<file path="config.mk">
export PLATFORM = sky130hd
export DESIGN_NAME = sioc_engine
export DESIGN_NICKNAME = d
export VERILOG_FILES = /design/src/verilog/sioc_pair_buf.v /design/src/verilog/sioc_engine.v
export VERILOG_INCLUDE_DIRS = /design/src /design/src/verilog
export SDC_FILE = /design/constraint.sdc
export NUM_CORES = 1
export LEC_CHECK = 0
export BUFFER_PORTS_ARGS = -buffer_cell sky130_fd_sc_hd__buf_2
export CAP_MARGIN = 25
export CORE_MARGIN = 10
export CORE_UTILIZATION = 62
export DETAILED_ROUTE_END_ITERATION = 12
export GPL_ROUTABILITY_DRIVEN = 0
export GPL_TIMING_DRIVEN = 0
export PLACE_DENSITY_LB_ADDON = 0.3
export SYNTH_ARGS = -nofsm -noshare
export SYNTH_HDL_FRONTEND = slang
export SYNTH_HIERARCHICAL = 1
export SYNTH_SLANG_ARGS = --single-unit
export TNS_END_PERCENT = 1
</file>
<file path="constraint.sdc">
create_clock -name clk_sys -period 10.2 [get_ports clk_sys]
set_input_delay 0 -clock clk_sys [delete_from_list [all_inputs] [get_ports clk_sys]]
set_output_delay 0 -clock clk_sys [all_outputs]
set_load 0.1 [all_outputs]
</file>
<file path="src/verilog/sioc_consts.vh">
// constants for the serial i/o command engine
// Overview of operation
// - code 1130h dials the modem; block length includes the packed dial string.
// - the first parameter word of a dial is the response timeout in seconds.
// - word 8 of a dial gives the string byte count; exactly that many are sent.
// - string bytes pack two per word, low byte first, and go out low byte first.
// - code 1131h transmits one to 250 characters from word memory per request.
// - a transmit completes only when all characters are sent, or on its timeout.
// - a zero transmit timeout becomes the send time plus four seconds.
// - every 8-bit character value is sent unchanged, none filtered.
// - port initialise or cancel-all/cancel-write stops a running transmission.
// - code 1132h reads characters from the receive buffer into the named area.
// - a zero-count read completes at once, returning only the buffered count.
// - a read waits for enough characters or timeout; port status records which.
// - a read writes its status word only when it finishes.
// - a read with zero timeout waits without limit until served or cancelled.
// - a failed read writes no characters and keeps all buffered ones.
// - read results: count read, count still buffered, then packed characters.
// - an odd byte count clears the high byte of the last word written.
// - received characters are buffered; when full they drop and overflow sets.
// - read parameters: timeout, byte count, destination type, destination address.
// - header: block length, nonblocking word, status type, status address minus one.
// - framing and parity flags set on error and clear on a port status read.
// - cancel type 1 aborts everything, 2 aborts reads, 3 aborts writes.
`ifndef SIOC_CONSTS_VH
`define SIOC_CONSTS_VH
`define SIOC_CMD_DIAL   16'h1130
`define SIOC_CMD_WRITE  16'h1131
`define SIOC_CMD_READ   16'h1132
`define SIOC_CMD_INIT   16'h10cc
`define SIOC_CAN_ALL    2'h1
`define SIOC_CAN_READ   2'h2
`define SIOC_CAN_WRITE  2'h3
`define SIOC_OFF_STAT   4'h3
`define SIOC_OFF_CMD    4'h6
`define SIOC_OFF_TMO    4'h7
`define SIOC_OFF_CNT    4'h8
`define SIOC_OFF_DATA   4'h9
`define SIOC_OFF_DST    4'ha
`define SIOC_MAX_TX     16'h00fa
`define SIOC_TX_PAD_S   16'h0004
`define SIOC_STAT_OK    16'h0001
`define SIOC_STAT_TMO   16'h0002
`define SIOC_STAT_BAD   16'h0004
`define SIOC_BITS_CHAR  10
`endif

</file>
<file path="src/verilog/sioc_pair_buf.v">
// two-entry valid/ready buffer in the transmit byte path
`timescale 1ns/1ps
`default_nettype none
module sioc_pair_buf #(
    parameter WIDTH = 8
) (
    input  wire             clk_sys,
    input  wire             rst_n,
    input  wire             flush,
    input  wire [WIDTH-1:0] in_data,
    input  wire             in_valid,
    output wire             in_ready,
    output reg  [WIDTH-1:0] out_data,
    output reg              out_valid,
    input  wire             out_ready
);
    reg [WIDTH-1:0] tail;
    reg             tail_v;
    wire            push;
    wire            pop;

    // ready comes from a flop, so a stalled sink never forms a combinational loop
    assign in_ready = ~tail_v;
    assign push     = in_valid & ~tail_v;
    assign pop      = out_valid & out_ready;

    always @(posedge clk_sys)
    begin
        if (!rst_n || flush)
        begin
            out_valid <= 1'b0;
            tail_v    <= 1'b0;
            out_data  <= {WIDTH{1'b0}};
            tail      <= {WIDTH{1'b0}};
        end
        else if (pop || !out_valid)
        begin
            if (tail_v)
            begin
                out_data  <= tail;
                out_valid <= 1'b1;
                tail_v    <= push;
                if (push)
                    tail <= in_data;
            end
            else
            begin
                out_valid <= push;
                if (push)
                    out_data <= in_data;
            end
        end
        else if (push)
        begin
            tail   <= in_data;
            tail_v <= 1'b1;
        end
    end
endmodule
`default_nettype wire

</file>
<file path="src/verilog/sioc_engine.v">
// command block interpreter driving one serial port
`timescale 1ns/1ps
`default_nettype none
`include "sioc_consts.vh"
module sioc_engine #(
    parameter CLK_HZ   = 20000000,
    parameter BAUD     = 9600,
    parameter RX_DEPTH = 64,
    parameter RX_AW    = 6
) (
    input  wire        clk_sys,
    input  wire        rst_n,
    input  wire        cmd_start,
    input  wire [15:0] cmd_base,
    output reg         cmd_busy,
    output reg         cmd_done,
    output reg  [15:0] cmd_status,
    input  wire        init_req,
    input  wire        cancel_req,
    input  wire [1:0]  cancel_type,
    input  wire        status_read,
    output reg         mem_rd,
    output reg         mem_wr,
    output reg  [15:0] mem_addr,
    output reg  [15:0] mem_wdata,
    input  wire [15:0] mem_rdata,
    output wire [7:0]  tx_data,
    output wire        tx_valid,
    input  wire        tx_ready,
    input  wire [7:0]  rx_data,
    input  wire        rx_valid,
    input  wire        rx_framing_err,
    input  wire        rx_parity_err,
    output reg         overflow_flag,
    output reg         framing_error_flag,
    output reg         parity_error_flag,
    output reg         read_timeout_flag,
    output reg  [15:0] rx_level
);
    localparam ST_IDLE   = 4'h0;
    localparam ST_FETCH  = 4'h1;
    localparam ST_MWAIT  = 4'h2;
    localparam ST_CAP    = 4'h3;
    localparam ST_FSTORE = 4'h4;
    localparam ST_DECODE = 4'h5;
    localparam ST_TX_RD  = 4'h6;
    localparam ST_TX_PSH = 4'h7;
    localparam ST_TX_DRN = 4'h8;
    localparam ST_RD_WT  = 4'h9;
    localparam ST_RD_HDR = 4'ha;
    localparam ST_RD_POP = 4'hb;
    localparam ST_RD_WR  = 4'hc;
    localparam ST_STAT   = 4'hd;

    reg [3:0]  state;
    reg [3:0]  ret;
    reg [3:0]  idx;
    reg [15:0] word;
    reg [15:0] stat_addr;
    reg [15:0] cmd;
    reg [15:0] tmo_s;
    reg [15:0] cnt;
    reg [15:0] dst;
    reg [15:0] ptr;
    reg [15:0] done_n;
    reg [15:0] status;
    reg        half;
    reg        hstep;
    reg [24:0] sec_cnt;
    reg [15:0] tmo_left;
    reg        tmo_en;
    reg        tmr_load;
    reg [15:0] tmr_val;
    reg        tx_flush;
    reg        rx_flush;

    reg [7:0]       rx_mem [0:RX_DEPTH-1];
    reg [RX_AW-1:0] rx_wp;
    reg [RX_AW-1:0] rx_rp;
    reg [RX_AW:0]   rx_count;

    wire        buf_in_valid;
    wire        buf_in_ready;
    wire [7:0]  buf_in_data;
    wire        tmo_hit;
    wire        sec_tick;
    wire        rx_full;
    wire        rx_push;
    wire        rx_pop;
    wire [15:0] rx_have;
    wire [31:0] tx_secs;
    wire        abort_tx;
    wire        abort_rd;

    assign rx_have  = {{(15-RX_AW){1'b0}}, rx_count};
    assign rx_full  = (rx_count == RX_DEPTH[RX_AW:0]);
    assign rx_push  = rx_valid & ~rx_full & ~rx_flush;
    assign rx_pop   = (state == ST_RD_POP);
    assign sec_tick = (sec_cnt == CLK_HZ[24:0] - 25'd1);
    assign tmo_hit  = tmo_en & (tmo_left == 16'h0000);
    // send time rounds up to whole seconds before the fixed margin is added
    assign tx_secs  = ({16'h0000, cnt} * `SIOC_BITS_CHAR + BAUD - 1) / BAUD
                      + {16'h0000, `SIOC_TX_PAD_S};
    assign abort_tx = init_req | (cancel_req & (cancel_type == `SIOC_CAN_ALL
                      | cancel_type == `SIOC_CAN_WRITE));
    assign abort_rd = init_req | (cancel_req & (cancel_type == `SIOC_CAN_ALL
                      | cancel_type == `SIOC_CAN_READ));
    assign buf_in_valid = (state == ST_TX_PSH);
    // bytes pass untouched, any of the 256 values is legal
    assign buf_in_data  = half ? word[15:8] : word[7:0];

    sioc_pair_buf #(
        .WIDTH     (8)
    ) u_tx_buf (
        .clk_sys   (clk_sys),
        .rst_n     (rst_n),
        .flush     (tx_flush),
        .in_data   (buf_in_data),
        .in_valid  (buf_in_valid),
        .in_ready  (buf_in_ready),
        .out_data  (tx_data),
        .out_valid (tx_valid),
        .out_ready (tx_ready)
    );

    // one-second tick restarts on each load so the first second is whole
    always @(posedge clk_sys)
    begin
        if (!rst_n || tmr_load || sec_tick)
            sec_cnt <= 25'd0;
        else
            sec_cnt <= sec_cnt + 25'd1;
        if (!rst_n)
        begin
            tmo_left <= 16'h0000;
            tmo_en   <= 1'b0;
        end
        else if (tmr_load)
        begin
            tmo_left <= tmr_val;
            tmo_en   <= (tmr_val != 16'h0000);
        end
        else if (state == ST_IDLE)
            tmo_en <= 1'b0;
        else if (sec_tick && tmo_left != 16'h0000)
            tmo_left <= tmo_left - 16'h0001;
    end

    // receive buffer; a full buffer drops the byte rather than stall the port
    always @(posedge clk_sys)
    begin
        if (!rst_n || rx_flush)
        begin
            rx_wp    <= {RX_AW{1'b0}};
            rx_rp    <= {RX_AW{1'b0}};
            rx_count <= {(RX_AW+1){1'b0}};
        end
        else
        begin
            if (rx_push)
            begin
                rx_mem[rx_wp] <= rx_data;
                rx_wp         <= rx_wp + {{(RX_AW-1){1'b0}}, 1'b1};
            end
            if (rx_pop)
                rx_rp <= rx_rp + {{(RX_AW-1){1'b0}}, 1'b1};
            if (rx_push && !rx_pop)
                rx_count <= rx_count + {{RX_AW{1'b0}}, 1'b1};
            else if (rx_pop && !rx_push)
                rx_count <= rx_count - {{RX_AW{1'b0}}, 1'b1};
        end
    end

    // error flags: an event in the clearing cycle wins over the clear
    always @(posedge clk_sys)
    begin
        if (!rst_n)
        begin
            overflow_flag      <= 1'b0;
            framing_error_flag <= 1'b0;
            parity_error_flag  <= 1'b0;
            rx_level           <= 16'h0000;
        end
        else
        begin
            overflow_flag      <= (rx_valid & rx_full) | (overflow_flag & ~status_read);
            framing_error_flag <= rx_framing_err | (framing_error_flag & ~status_read);
            parity_error_flag  <= rx_parity_err | (parity_error_flag & ~status_read);
            rx_level           <= rx_have;
        end
    end

    always @(posedge clk_sys)
    begin
        if (!rst_n)
        begin
            state             <= ST_IDLE;
            ret               <= ST_IDLE;
            idx               <= 4'h0;
            word              <= 16'h0000;
            stat_addr         <= 16'h0000;
            cmd               <= 16'h0000;
            tmo_s             <= 16'h0000;
            cnt               <= 16'h0000;
            dst               <= 16'h0000;
            ptr               <= 16'h0000;
            done_n            <= 16'h0000;
            status            <= 16'h0000;
            half              <= 1'b0;
            hstep             <= 1'b0;
            tmr_load          <= 1'b0;
            tmr_val           <= 16'h0000;
            tx_flush          <= 1'b0;
            rx_flush          <= 1'b0;
            cmd_busy          <= 1'b0;
            cmd_done          <= 1'b0;
            cmd_status        <= 16'h0000;
            read_timeout_flag <= 1'b0;
            mem_rd            <= 1'b0;
            mem_wr            <= 1'b0;
            mem_addr          <= 16'h0000;
            mem_wdata         <= 16'h0000;
        end
        else
        begin
            mem_rd   <= 1'b0;
            mem_wr   <= 1'b0;
            cmd_done <= 1'b0;
            tmr_load <= 1'b0;
            tx_flush <= 1'b0;
            rx_flush <= init_req;
            case (state)
                ST_IDLE:
                begin
                    if (cmd_start)
                    begin
                        cmd_busy <= 1'b1;
                        idx      <= `SIOC_OFF_STAT;
                        state    <= ST_FETCH;
                    end
                end
                ST_FETCH:
                begin
                    mem_rd   <= 1'b1;
                    mem_addr <= cmd_base + {12'h000, idx};
                    ret      <= ST_FSTORE;
                    state    <= ST_MWAIT;
                end
                ST_MWAIT:
                    state <= ST_CAP;
                ST_CAP:
                begin
                    word  <= mem_rdata;
                    state <= ret;
                end
                ST_FSTORE:
                begin
                    case (idx)
                        `SIOC_OFF_STAT: stat_addr <= word + 16'h0001;
                        `SIOC_OFF_CMD:  cmd <= word;
                        `SIOC_OFF_TMO:  tmo_s <= word;
                        `SIOC_OFF_CNT:  cnt <= word;
                        `SIOC_OFF_DST:  dst <= word;
                        default:        cmd <= cmd;
                    endcase
                    idx   <= idx + 4'h1;
                    state <= (idx == `SIOC_OFF_DST) ? ST_DECODE : ST_FETCH;
                end
                ST_DECODE:
                begin
                    half   <= 1'b0;
                    hstep  <= 1'b0;
                    done_n <= 16'h0000;
                    if (cmd == `SIOC_CMD_DIAL || cmd == `SIOC_CMD_WRITE)
                    begin
                        if (cnt == 16'h0000 || cnt > `SIOC_MAX_TX)
                        begin
                            status <= `SIOC_STAT_BAD;
                            state  <= ST_STAT;
                        end
                        else
                        begin
                            tmr_load <= 1'b1;
                            tmr_val  <= (tmo_s == 16'h0000) ? tx_secs[15:0] : tmo_s;
                            ptr      <= cmd_base + {12'h000, `SIOC_OFF_DATA};
                            state    <= ST_TX_RD;
                        end
                    end
                    else if (cmd == `SIOC_CMD_READ)
                    begin
                        tmr_load <= 1'b1;
                        tmr_val  <= tmo_s;
                        // nothing asked for: report the level and finish
                        state    <= (cnt == 16'h0000) ? ST_RD_HDR : ST_RD_WT;
                    end
                    else if (cmd == `SIOC_CMD_INIT)
                    begin
                        rx_flush <= 1'b1;
                        tx_flush <= 1'b1;
                        status   <= `SIOC_STAT_OK;
                        state    <= ST_STAT;
                    end
                    else
                    begin
                        status <= `SIOC_STAT_BAD;
                        state  <= ST_STAT;
                    end
                end
                ST_TX_RD:
                begin
                    mem_rd   <= 1'b1;
                    mem_addr <= ptr;
                    ret      <= ST_TX_PSH;
                    state    <= ST_MWAIT;
                end
                ST_TX_PSH:
                begin
                    if (buf_in_ready)
                    begin
                        done_n <= done_n + 16'h0001;
                        half   <= ~half;
                        if (done_n + 16'h0001 == cnt)
                            state <= ST_TX_DRN;
                        else if (half)
                        begin
                            ptr   <= ptr + 16'h0001;
                            state <= ST_TX_RD;
                        end
                    end
                end
                ST_TX_DRN:
                begin
                    // done only once the port has taken the last byte
                    if (!tx_valid)
                    begin
                        status <= `SIOC_STAT_OK;
                        state  <= ST_STAT;
                    end
                end
                ST_RD_WT:
                begin
                    if (rx_have >= cnt)
                    begin
                        read_timeout_flag <= 1'b0;
                        state             <= ST_RD_HDR;
                    end
                    else if (tmo_hit)
                    begin
                        // nothing leaves the buffer on a failed read
                        read_timeout_flag <= 1'b1;
                        status            <= `SIOC_STAT_TMO;
                        state             <= ST_STAT;
                    end
                end
                ST_RD_HDR:
                begin
                    mem_wr    <= 1'b1;
                    hstep     <= 1'b1;
                    mem_addr  <= hstep ? dst + 16'h0001 : dst;
                    mem_wdata <= hstep ? rx_have - cnt : cnt;
                    ptr       <= dst + 16'h0002;
                    if (hstep)
                    begin
                        status <= `SIOC_STAT_OK;
                        state  <= (cnt == 16'h0000) ? ST_STAT : ST_RD_POP;
                    end
                end
                ST_RD_POP:
                begin
                    done_n <= done_n + 16'h0001;
                    half   <= ~half;
                    if (half)
                    begin
                        word[15:8] <= rx_mem[rx_rp];
                        state      <= ST_RD_WR;
                    end
                    else
                    begin
                        word <= {8'h00, rx_mem[rx_rp]};
                        if (done_n + 16'h0001 == cnt)
                            state <= ST_RD_WR;
                    end
                end
                ST_RD_WR:
                begin
                    mem_wr    <= 1'b1;
                    mem_addr  <= ptr;
                    mem_wdata <= word;
                    ptr       <= ptr + 16'h0001;
                    state     <= (done_n == cnt) ? ST_STAT : ST_RD_POP;
                end
                ST_STAT:
                begin
                    mem_wr     <= 1'b1;
                    mem_addr   <= stat_addr;
                    mem_wdata  <= status;
                    cmd_status <= status;
                    cmd_done   <= 1'b1;
                    cmd_busy   <= 1'b0;
                    state      <= ST_IDLE;
                end
                default:
                    state <= ST_IDLE;
            endcase
            // cancel leaves the status word untouched; a timeout ends a stuck send
            if ((state == ST_TX_RD || state == ST_TX_PSH || state == ST_TX_DRN
                 || ((state == ST_MWAIT || state == ST_CAP) && ret == ST_TX_PSH)))
            begin
                if (abort_tx)
                begin
                    tx_flush <= 1'b1;
                    cmd_busy <= 1'b0;
                    state    <= ST_IDLE;
                end
                else if (tmo_hit)
                begin
                    tx_flush <= 1'b1;
                    status   <= `SIOC_STAT_TMO;
                    state    <= ST_STAT;
                end
            end
            if (state == ST_RD_WT && abort_rd)
            begin
                cmd_busy <= 1'b0;
                state    <= ST_IDLE;
            end
        end
    end
endmodule
`default_nettype wire

</file>
Yosys cells after proc, flatten, opt, wreduce, memory -nomap -nowiden
Memories as Yosys holds them, arrays and structs flattened. A register that Yosys moved wholly into a read port is not among the register bits.
Cells that the tools add are included.
- register bits: 328
- memories kept: 1
- memory bits (writable): 512
- logic and storage cells: 291
- $add $sub $neg: 18
- reductions and logical operators: 59
- div/mod/pow operators: 1
- equal/unequal tests: 40
- order comparisons: 2
- bitwise logic cells: 24
- muxes and demuxes: 103
- multipliers: 1
- memories (name ; words ; width ; read ports ; clocked after memory_dff ; write ports ; line ; text):
    rx_mem ; 64 ; 8 ; 1 ; 1 ; 1 ; sioc_engine.v:77 ; reg [7:0] rx_mem [0:RX_DEPTH-1];
- operators with widths (kind ; number):
    2-to-1 mux 16 bit ; 25
    one-hot mux 16 bit (4 select lines) ; 3
    one-hot mux 16 bit (3 select lines) ; 2
    adder 16 x 1 -> 16 bit (second input constant) ; 4
    equality test 16 x 13 -> 1 bit (second input constant) ; 4
    2-to-1 mux 4 bit ; 16
    2-to-1 mux 8 bit ; 8
    zero test 16 bit ; 3
    one-hot mux 4 bit (12 select lines) ; 1
    divider 32 x 14 -> 32 bit (second input constant) ; 1
    equality test 16 bit ; 2
    equality test 4 bit (second input constant) ; 8
    2-to-1 mux 1 bit ; 32
    one-hot mux 16 bit (2 select lines) ; 1
    nonzero test 16 bit ; 2
    equality test 4 x 3 -> 1 bit (second input constant) ; 7
    adder 25 x 1 -> 25 bit (second input constant) ; 1
    equality test 25 bit (second input constant) ; 1
    AND reduction 2 bit ; 12
    nonzero test 2 bit ; 11
    subtractor 21 x 1 -> 22 bit (second input constant) ; 1
    adder 20 x 14 -> 21 bit (second input constant) ; 1
    multiplier 16 x 3 -> 19 bit (second input constant) ; 1
    inequality test 2 bit (second input constant) ; 9
    other kinds (38) ; 92

Logic depth before layout (Yosys ltp)
- word-level depth: 8
- depth in mapped cells: 38
- gate-level depth less buffers: 32

Modules after synthesis
Netlist, hierarchy kept.
- by module, submodules not included (module ; seq. area each (um2) ; cells an instance ; area an instance (um2) ; instances):
    sioc_engine ; 21480.6 ; 3543 ; 40303.7 ; 1
    sioc_pair_buf ; 360.3 ; 74 ; 793.3 ; 1

Worst setup path before layout
No wires, ideal clock.
- kind: register to register
- start point: reg cnt[3]
- end point: reg tmr_val[0]
- buffers on the path: 3
- slack: 2.133 ns
- cell stages (with the launch flop): 34
- arrival time: 7.936 ns
- clock period less this slack: 8.067 ns
- cell sequence: dfxtp_1 -> ha_1 -> ha_1 -> fa_1 -> a211oi_2 -> o21ai_2 -> a2111oi_1 -> nor3_2 -> xor2_2 -> nand4_4 -> o21a_1 -> buf_4 -> nor2_4 -> mux2_4 -> and3_1 -> a31oi_2 -> a21oi_1 -> a2111o_1 -> and3_1 -> buf_6 -> nor2_4 -> mux2_2 -> and4_1 -> buf_6 -> nor4_2 -> o211ai_2 -> and4_1 -> or3_1 -> nand4_1 -> and2_4 -> a21oi_2 -> or4_1 -> nand4_1 -> o22ai_1
- word-level cells in the longest chain between the ends: 8
- RTL lines (element ; line ; text):
    from (decl) ; sioc_engine.v:62 ; reg [15:0] cnt;
    from (signal assigned) ; sioc_engine.v:262 ; `SIOC_OFF_CNT: cnt <= word;
    multiplier 16 x 3 -> 19 bit (no source line) ; - ;
    adder 20 x 14 -> 21 bit ; sioc_engine.v:102 ; assign tx_secs = ({16'h0000, cnt} * `SIOC_BITS_CHAR + BAUD - 1) / BAUD
    subtractor 21 x 1 -> 22 bit ; sioc_engine.v:102 ;
    divider 32 x 14 -> 32 bit ; sioc_engine.v:102 ;
    adder 16 x 3 -> 16 bit ; sioc_engine.v:102 ;
    2-to-1 mux 16 bit ; sioc_engine.v:284 ; tmr_val <= (tmo_s == 16'h0000) ? tx_secs[15:0] : tmo_s;
    2-to-1 mux 16 bit ; sioc_engine.v:276 ; if (cnt == 16'h0000 || cnt > `SIOC_MAX_TX)
    2-to-1 mux 16 bit ; sioc_engine.v:274 ; if (cmd == `SIOC_CMD_DIAL || cmd == `SIOC_CMD_WRITE)
    to (signal assigned) ; sioc_engine.v:284 ;
    to (signal assigned) ; sioc_engine.v:292 ; tmr_val <= tmo_s;
    to (decl) ; sioc_engine.v:73 ; reg [15:0] tmr_val;
Parallel ways exist; a longest one is shown, timed or not. The select of a mux whose other input is x is not followed.
A chain may end at the register's enable or synchronous reset.

Worst setup path in the final report
Ends and elaborated chain as after synthesis.

==> results.json <==
{
  "first_global_vias": 30972,
  "synth.yosys.seq_area_share_pct": 53.14,
  "cts_made_buffers": 82,
  "syn-cell-area_um2": 41100,
  "floorplan.initialDensity_pct": 62.51,
  "crit_family": "compound AO/OA/AOI/OAI gates",
  "route.met3.wl_um": 13070,
  "register_bit_total_from_synthesis": 835,
  "ys_top_cells_by_area": "sky130_fd_sc_hd__edfxtp_1 (37%), sky130_fd_sc_hd__dfxtp_1 (16%), sky130_fd_sc_hd__mux4_2 (9.2%)",
  "yosysTopAreaCell": "sky130_fd_sc_hd__edfxtp_1",
  "worst_r2r_path_depth": 33,
  "crit_arrival_ns": 10.08,
  "crit-reg2reg-launch": "cnt[3]$_SDFFE_PN0P_",
  "yosys.cell_types.count": 114,
  "peakVddDrop_v": 0.0001996,
  "min_period_over_period_pct": 93.84,
  "detail_route.first_pass.iterations": 7,
  "async_reset_ff_share_pct": 0,
  "cts_htree_levels": 3,
  "postRouteWirelength_um": 127300,
  "total_leakage_power_uw": 0.01578,
  "area_added_between_synthesis_and_finish_pct": 13.60,
  "placementRows": 94,
  "yosys_warnings": 6,
  "report.final.setup_viol": 0,
  "clockBufferDepth": 3,
  "highest_layer": "met5",
  "critical_path_buffer_and_inverter_count": 3,
  "whs_path_depth": 6,
  "max-slew-margin-rel_pct": 24.28,
  "grt.overflow.total": 0,
  "input_output_buffers": 120,
  "grt_start_max_net_pins": 65,
  "run_status": "finished, final reports clean",
  "biggestRegsByFlops": "rx_mem x512, sec_cnt x25",
  "max_cap_violations": 0,
  "dieArea_um2": 76980,
  "placement.cell_area_um2": 42940,
  "critical_path.max_fanout": 10,
  "cts.clk_slew.worst_paths_ns": 0.06,
  "dpl.cell_count": 4617,
  "tritoncts": "built",
  "top_register": "rx_mem",
  "tightest_slew_ns": 1.136,
  "synth_top_flop_cell": "sky130_fd_sc_hd__edfxtp_1",
  "grt_setup_unrepaired": "false",
  "worst_path_max_delay_cell": "sky130_fd_sc_hd__or4_1",
  "setup.worst_path.class": "reg -> reg",
  "post-dp-hpwl_um": 82130,
  "clk-insertion-delay-late_ns": 0.69,
  "finalSetupTns_ns": 0,
  "skew_ns": 0.04926,
  "critical_path_required_ns": 10.71,
  "clock-sinks": 835,
  "min_from": "cancel_type[1]",
  "synth_cells": 3617,
  "grt_antenna_before_repair": 4,
  "synthesis.area_per_instance_um2": 11.36,
  "largest_register_ffs": 512,
  "synth_most_common_cell": "sky130_fd_sc_hd__edfxtp_1",
  "layout-drive-gt1-share_pct": 14.21,
  "r2r-end": "tmr_val[0]$_SDFFE_PN0P_",
  "gr-usage-all-layers_pct": 31.14,
  "timing_max_transition_violations_final": 0,
  "worstSetupStartpointType": "register",
  "post-route-worst-setup-slack_ns": 0.6287,
  "finalCoreUtilization_pct": 71.01,
  "fill_cells": 4405,
  "report.final.hold_viol_count": 0,
  "max_freq_mhz": 104.5,
  "grt_first_pass_wirelength_um": 186800,
  "min_period_ns": 9.571,
  "ant_nets": 0,
  "dieHeight_um": 277.5,
  "route.vias.total": 32233,
  "finalNetCount": 4031,
  "rrSetupSlack_ns": 0.63,
  "slowest_delay_ns": 0.55,
  "drcViolationCount": 0,
  "synth_edf_count": 512,
  "min_delay_worst_endpoint": "status[1]$_SDFF_PN0_",
  "route.detailed.wl_per_inst_um": 26.29,
  "place_ws_ns": 0.8716,
  "finish.instance_area_um2": 46690,
  "die_w_um": 277.5,
  "dr.first_iter.drc_count": 4494,
  "coreArea_um2": 65750,
  "met2_length_um": 60230,
  "stdcell_count": 4843,
  "synth_largest_type_area_fraction_pct": 37.41,
  "top_level_ports": 133,
  "worstSetupEndpointType": "register",
  "timing.hold.worst.class": "in -> reg",
  "routedLengthMet1_um": 46210,
  "avgViaCountPerCell": 6.656,
  "clock_tree.root_cell": "sky130_fd_sc_hd__clkbuf_16",
  "list_of_most_frequent_post_synthesis_cells": "sky130_fd_sc_hd__edfxtp_1 (512), sky130_fd_sc_hd__nand2_1 (398), sky130_fd_sc_hd__nor2_1 (370), sky130_fd_sc_hd__dfxtp_1 (323), sky130_fd_sc_hd__a21oi_1 (244)",
  "power_per_cell_area_nw_per_um2": 157.1
}
==> through the flow <==
stage | hold slack (ns) | power, µW
CTS | 0.007135 | 7301
detailed placement | 0.2456 | 4056
global route | 0.08468 | 7470
global placement | 0.2080 | 4045
floorplan | 0.09887 | 3924
finish | 0.03808 | 7333
==> how the worst max path moves through the flow <==
stage,cells after the start,slack [ns],to,from
5_1_grt,33,0.004,tmr_val[0]$_SDFFE_PN0P_,cnt[3]$_SDFFE_PN0P_
3_5_place_dp,33,0.87,tmr_val[0]$_SDFFE_PN0P_,cnt[3]$_SDFFE_PN0P_
6_report,33,0.63,tmr_val[0]$_SDFFE_PN0P_,cnt[3]$_SDFFE_PN0P_
2_1_floorplan,33,2.13,tmr_val[0]$_SDFFE_PN0P_,cnt[3]$_SDFFE_PN0P_
4_1_cts,33,0.81,tmr_val[0]$_SDFFE_PN0P_,cnt[3]$_SDFFE_PN0P_
3_3_place_gp,33,0.94,tmr_val[0]$_SDFFE_PN0P_,cnt[3]$_SDFFE_PN0P_
==> area by class of cell <==
class / count / area, µm² / share of cell area (%)
plain buffers: 221 / 952.2 / 2.039
inverters: 44 / 165.2 / 0.3538
clock buffers: 101 / 2183 / 4.677
repair buffers: 201 / 1549 / 3.318
clock inverters: 50 / 738.2 / 1.581
diodes: 2 / 5.005 / 0.01072
well taps: 864 / 1081 / 2.315
multi-input cells: 2525 / 18170 / 38.92
flip-flops and latches: 835 / 21840 / 46.78
==> kinds of logic (layout without fill, tap and decap cells) <==
| logic type | Yosys count | count (layout) | synth area share, % |
|---|---|---|---|
| flops | 835 | 835 | 53.14 |
| xor+xnor | 243 | 243 | 5.288 |
| other cells | 1 | 11 | 0.009125 |
| buf+inv | 265 | 617 | 2.719 |
| fa+ha+maj | 69 | 69 | 2.174 |
| mux | 212 | 212 | 10.36 |
| simple gates | 1229 | 1229 | 14.04 |
| compound gates | 763 | 763 | 12.26 |
==> cells in the final DEF (no fill, tap or decap), types with 26 or more instances in the layout <==
cell type / netlist / routed
sky130_fd_sc_hd__edfxtp_1: 512 / 512
sky130_fd_sc_hd__nand2_1: 398 / 398
sky130_fd_sc_hd__nor2_1: 370 / 370
sky130_fd_sc_hd__dfxtp_1: 323 / 323
sky130_fd_sc_hd__a21oi_1: 244 / 244
sky130_fd_sc_hd__clkbuf_1: 165 / 178
sky130_fd_sc_hd__mux4_2: 168 / 168
sky130_fd_sc_hd__o21ai_0: 159 / 159
sky130_fd_sc_hd__xnor2_1: 150 / 150
sky130_fd_sc_hd__buf_2: 8 / 129
sky130_fd_sc_hd__nand3_1: 94 / 94
sky130_fd_sc_hd__xor2_1: 87 / 87
sky130_fd_sc_hd__clkbuf_16: 0 / 82
sky130_fd_sc_hd__nor3_1: 67 / 67
sky130_fd_sc_hd__ha_1: 65 / 65
sky130_fd_sc_hd__dlygate4sd3_1: 0 / 58
sky130_fd_sc_hd__and3_1: 55 / 55
sky130_fd_sc_hd__a211oi_1: 48 / 48
sky130_fd_sc_hd__and2_1: 45 / 45
sky130_fd_sc_hd__nand4_1: 42 / 42
sky130_fd_sc_hd__inv_1: 40 / 40
sky130_fd_sc_hd__a31oi_1: 39 / 39
sky130_fd_sc_hd__a22oi_1: 31 / 31
sky130_fd_sc_hd__mux2i_1: 30 / 30
sky130_fd_sc_hd__o211ai_1: 28 / 28
sky130_fd_sc_hd__buf_1: 26 / 26
==> worst register-to-register path, delay by kind of cell (launching register included) <==
family | cells | cell delay (ns)
mux | 2 | 0.74
buf+inv | 3 | 0.41
fa+ha+maj | 3 | 0.98
xor+xnor | 2 | 0.91
compound gates | 13 | 3.41
flops | 1 | 0.53
simple gates | 10 | 2.45
==> power by group <==
| group | switching, µW | leakage (µW) | internal (µW) |
|---|---|---|---|
| Clock | 1420 | 0.00141 | 1890 |
| Sequential | 17.7 | 0.00721 | 3600 |
| Combinational | 297 | 0.00716 | 110 |
==> routing by layer <==
metal  global-route usage (%)  up-vias
met3                    7.301      466
li1                         -    14083
met2                    50.30     2121
met4                    16.74        6
met1                    38.44    15557
met5                        0        -
==> what timing repair did <==
action,CTS,global route
buffers inserted,0,0
resized for setup,0,1
endpoints found under the hold margin,199,69
hold buffers,55,3
endpoints found under the setup margin,0,1
Note: power is estimated with default switching activity, not from simulation.
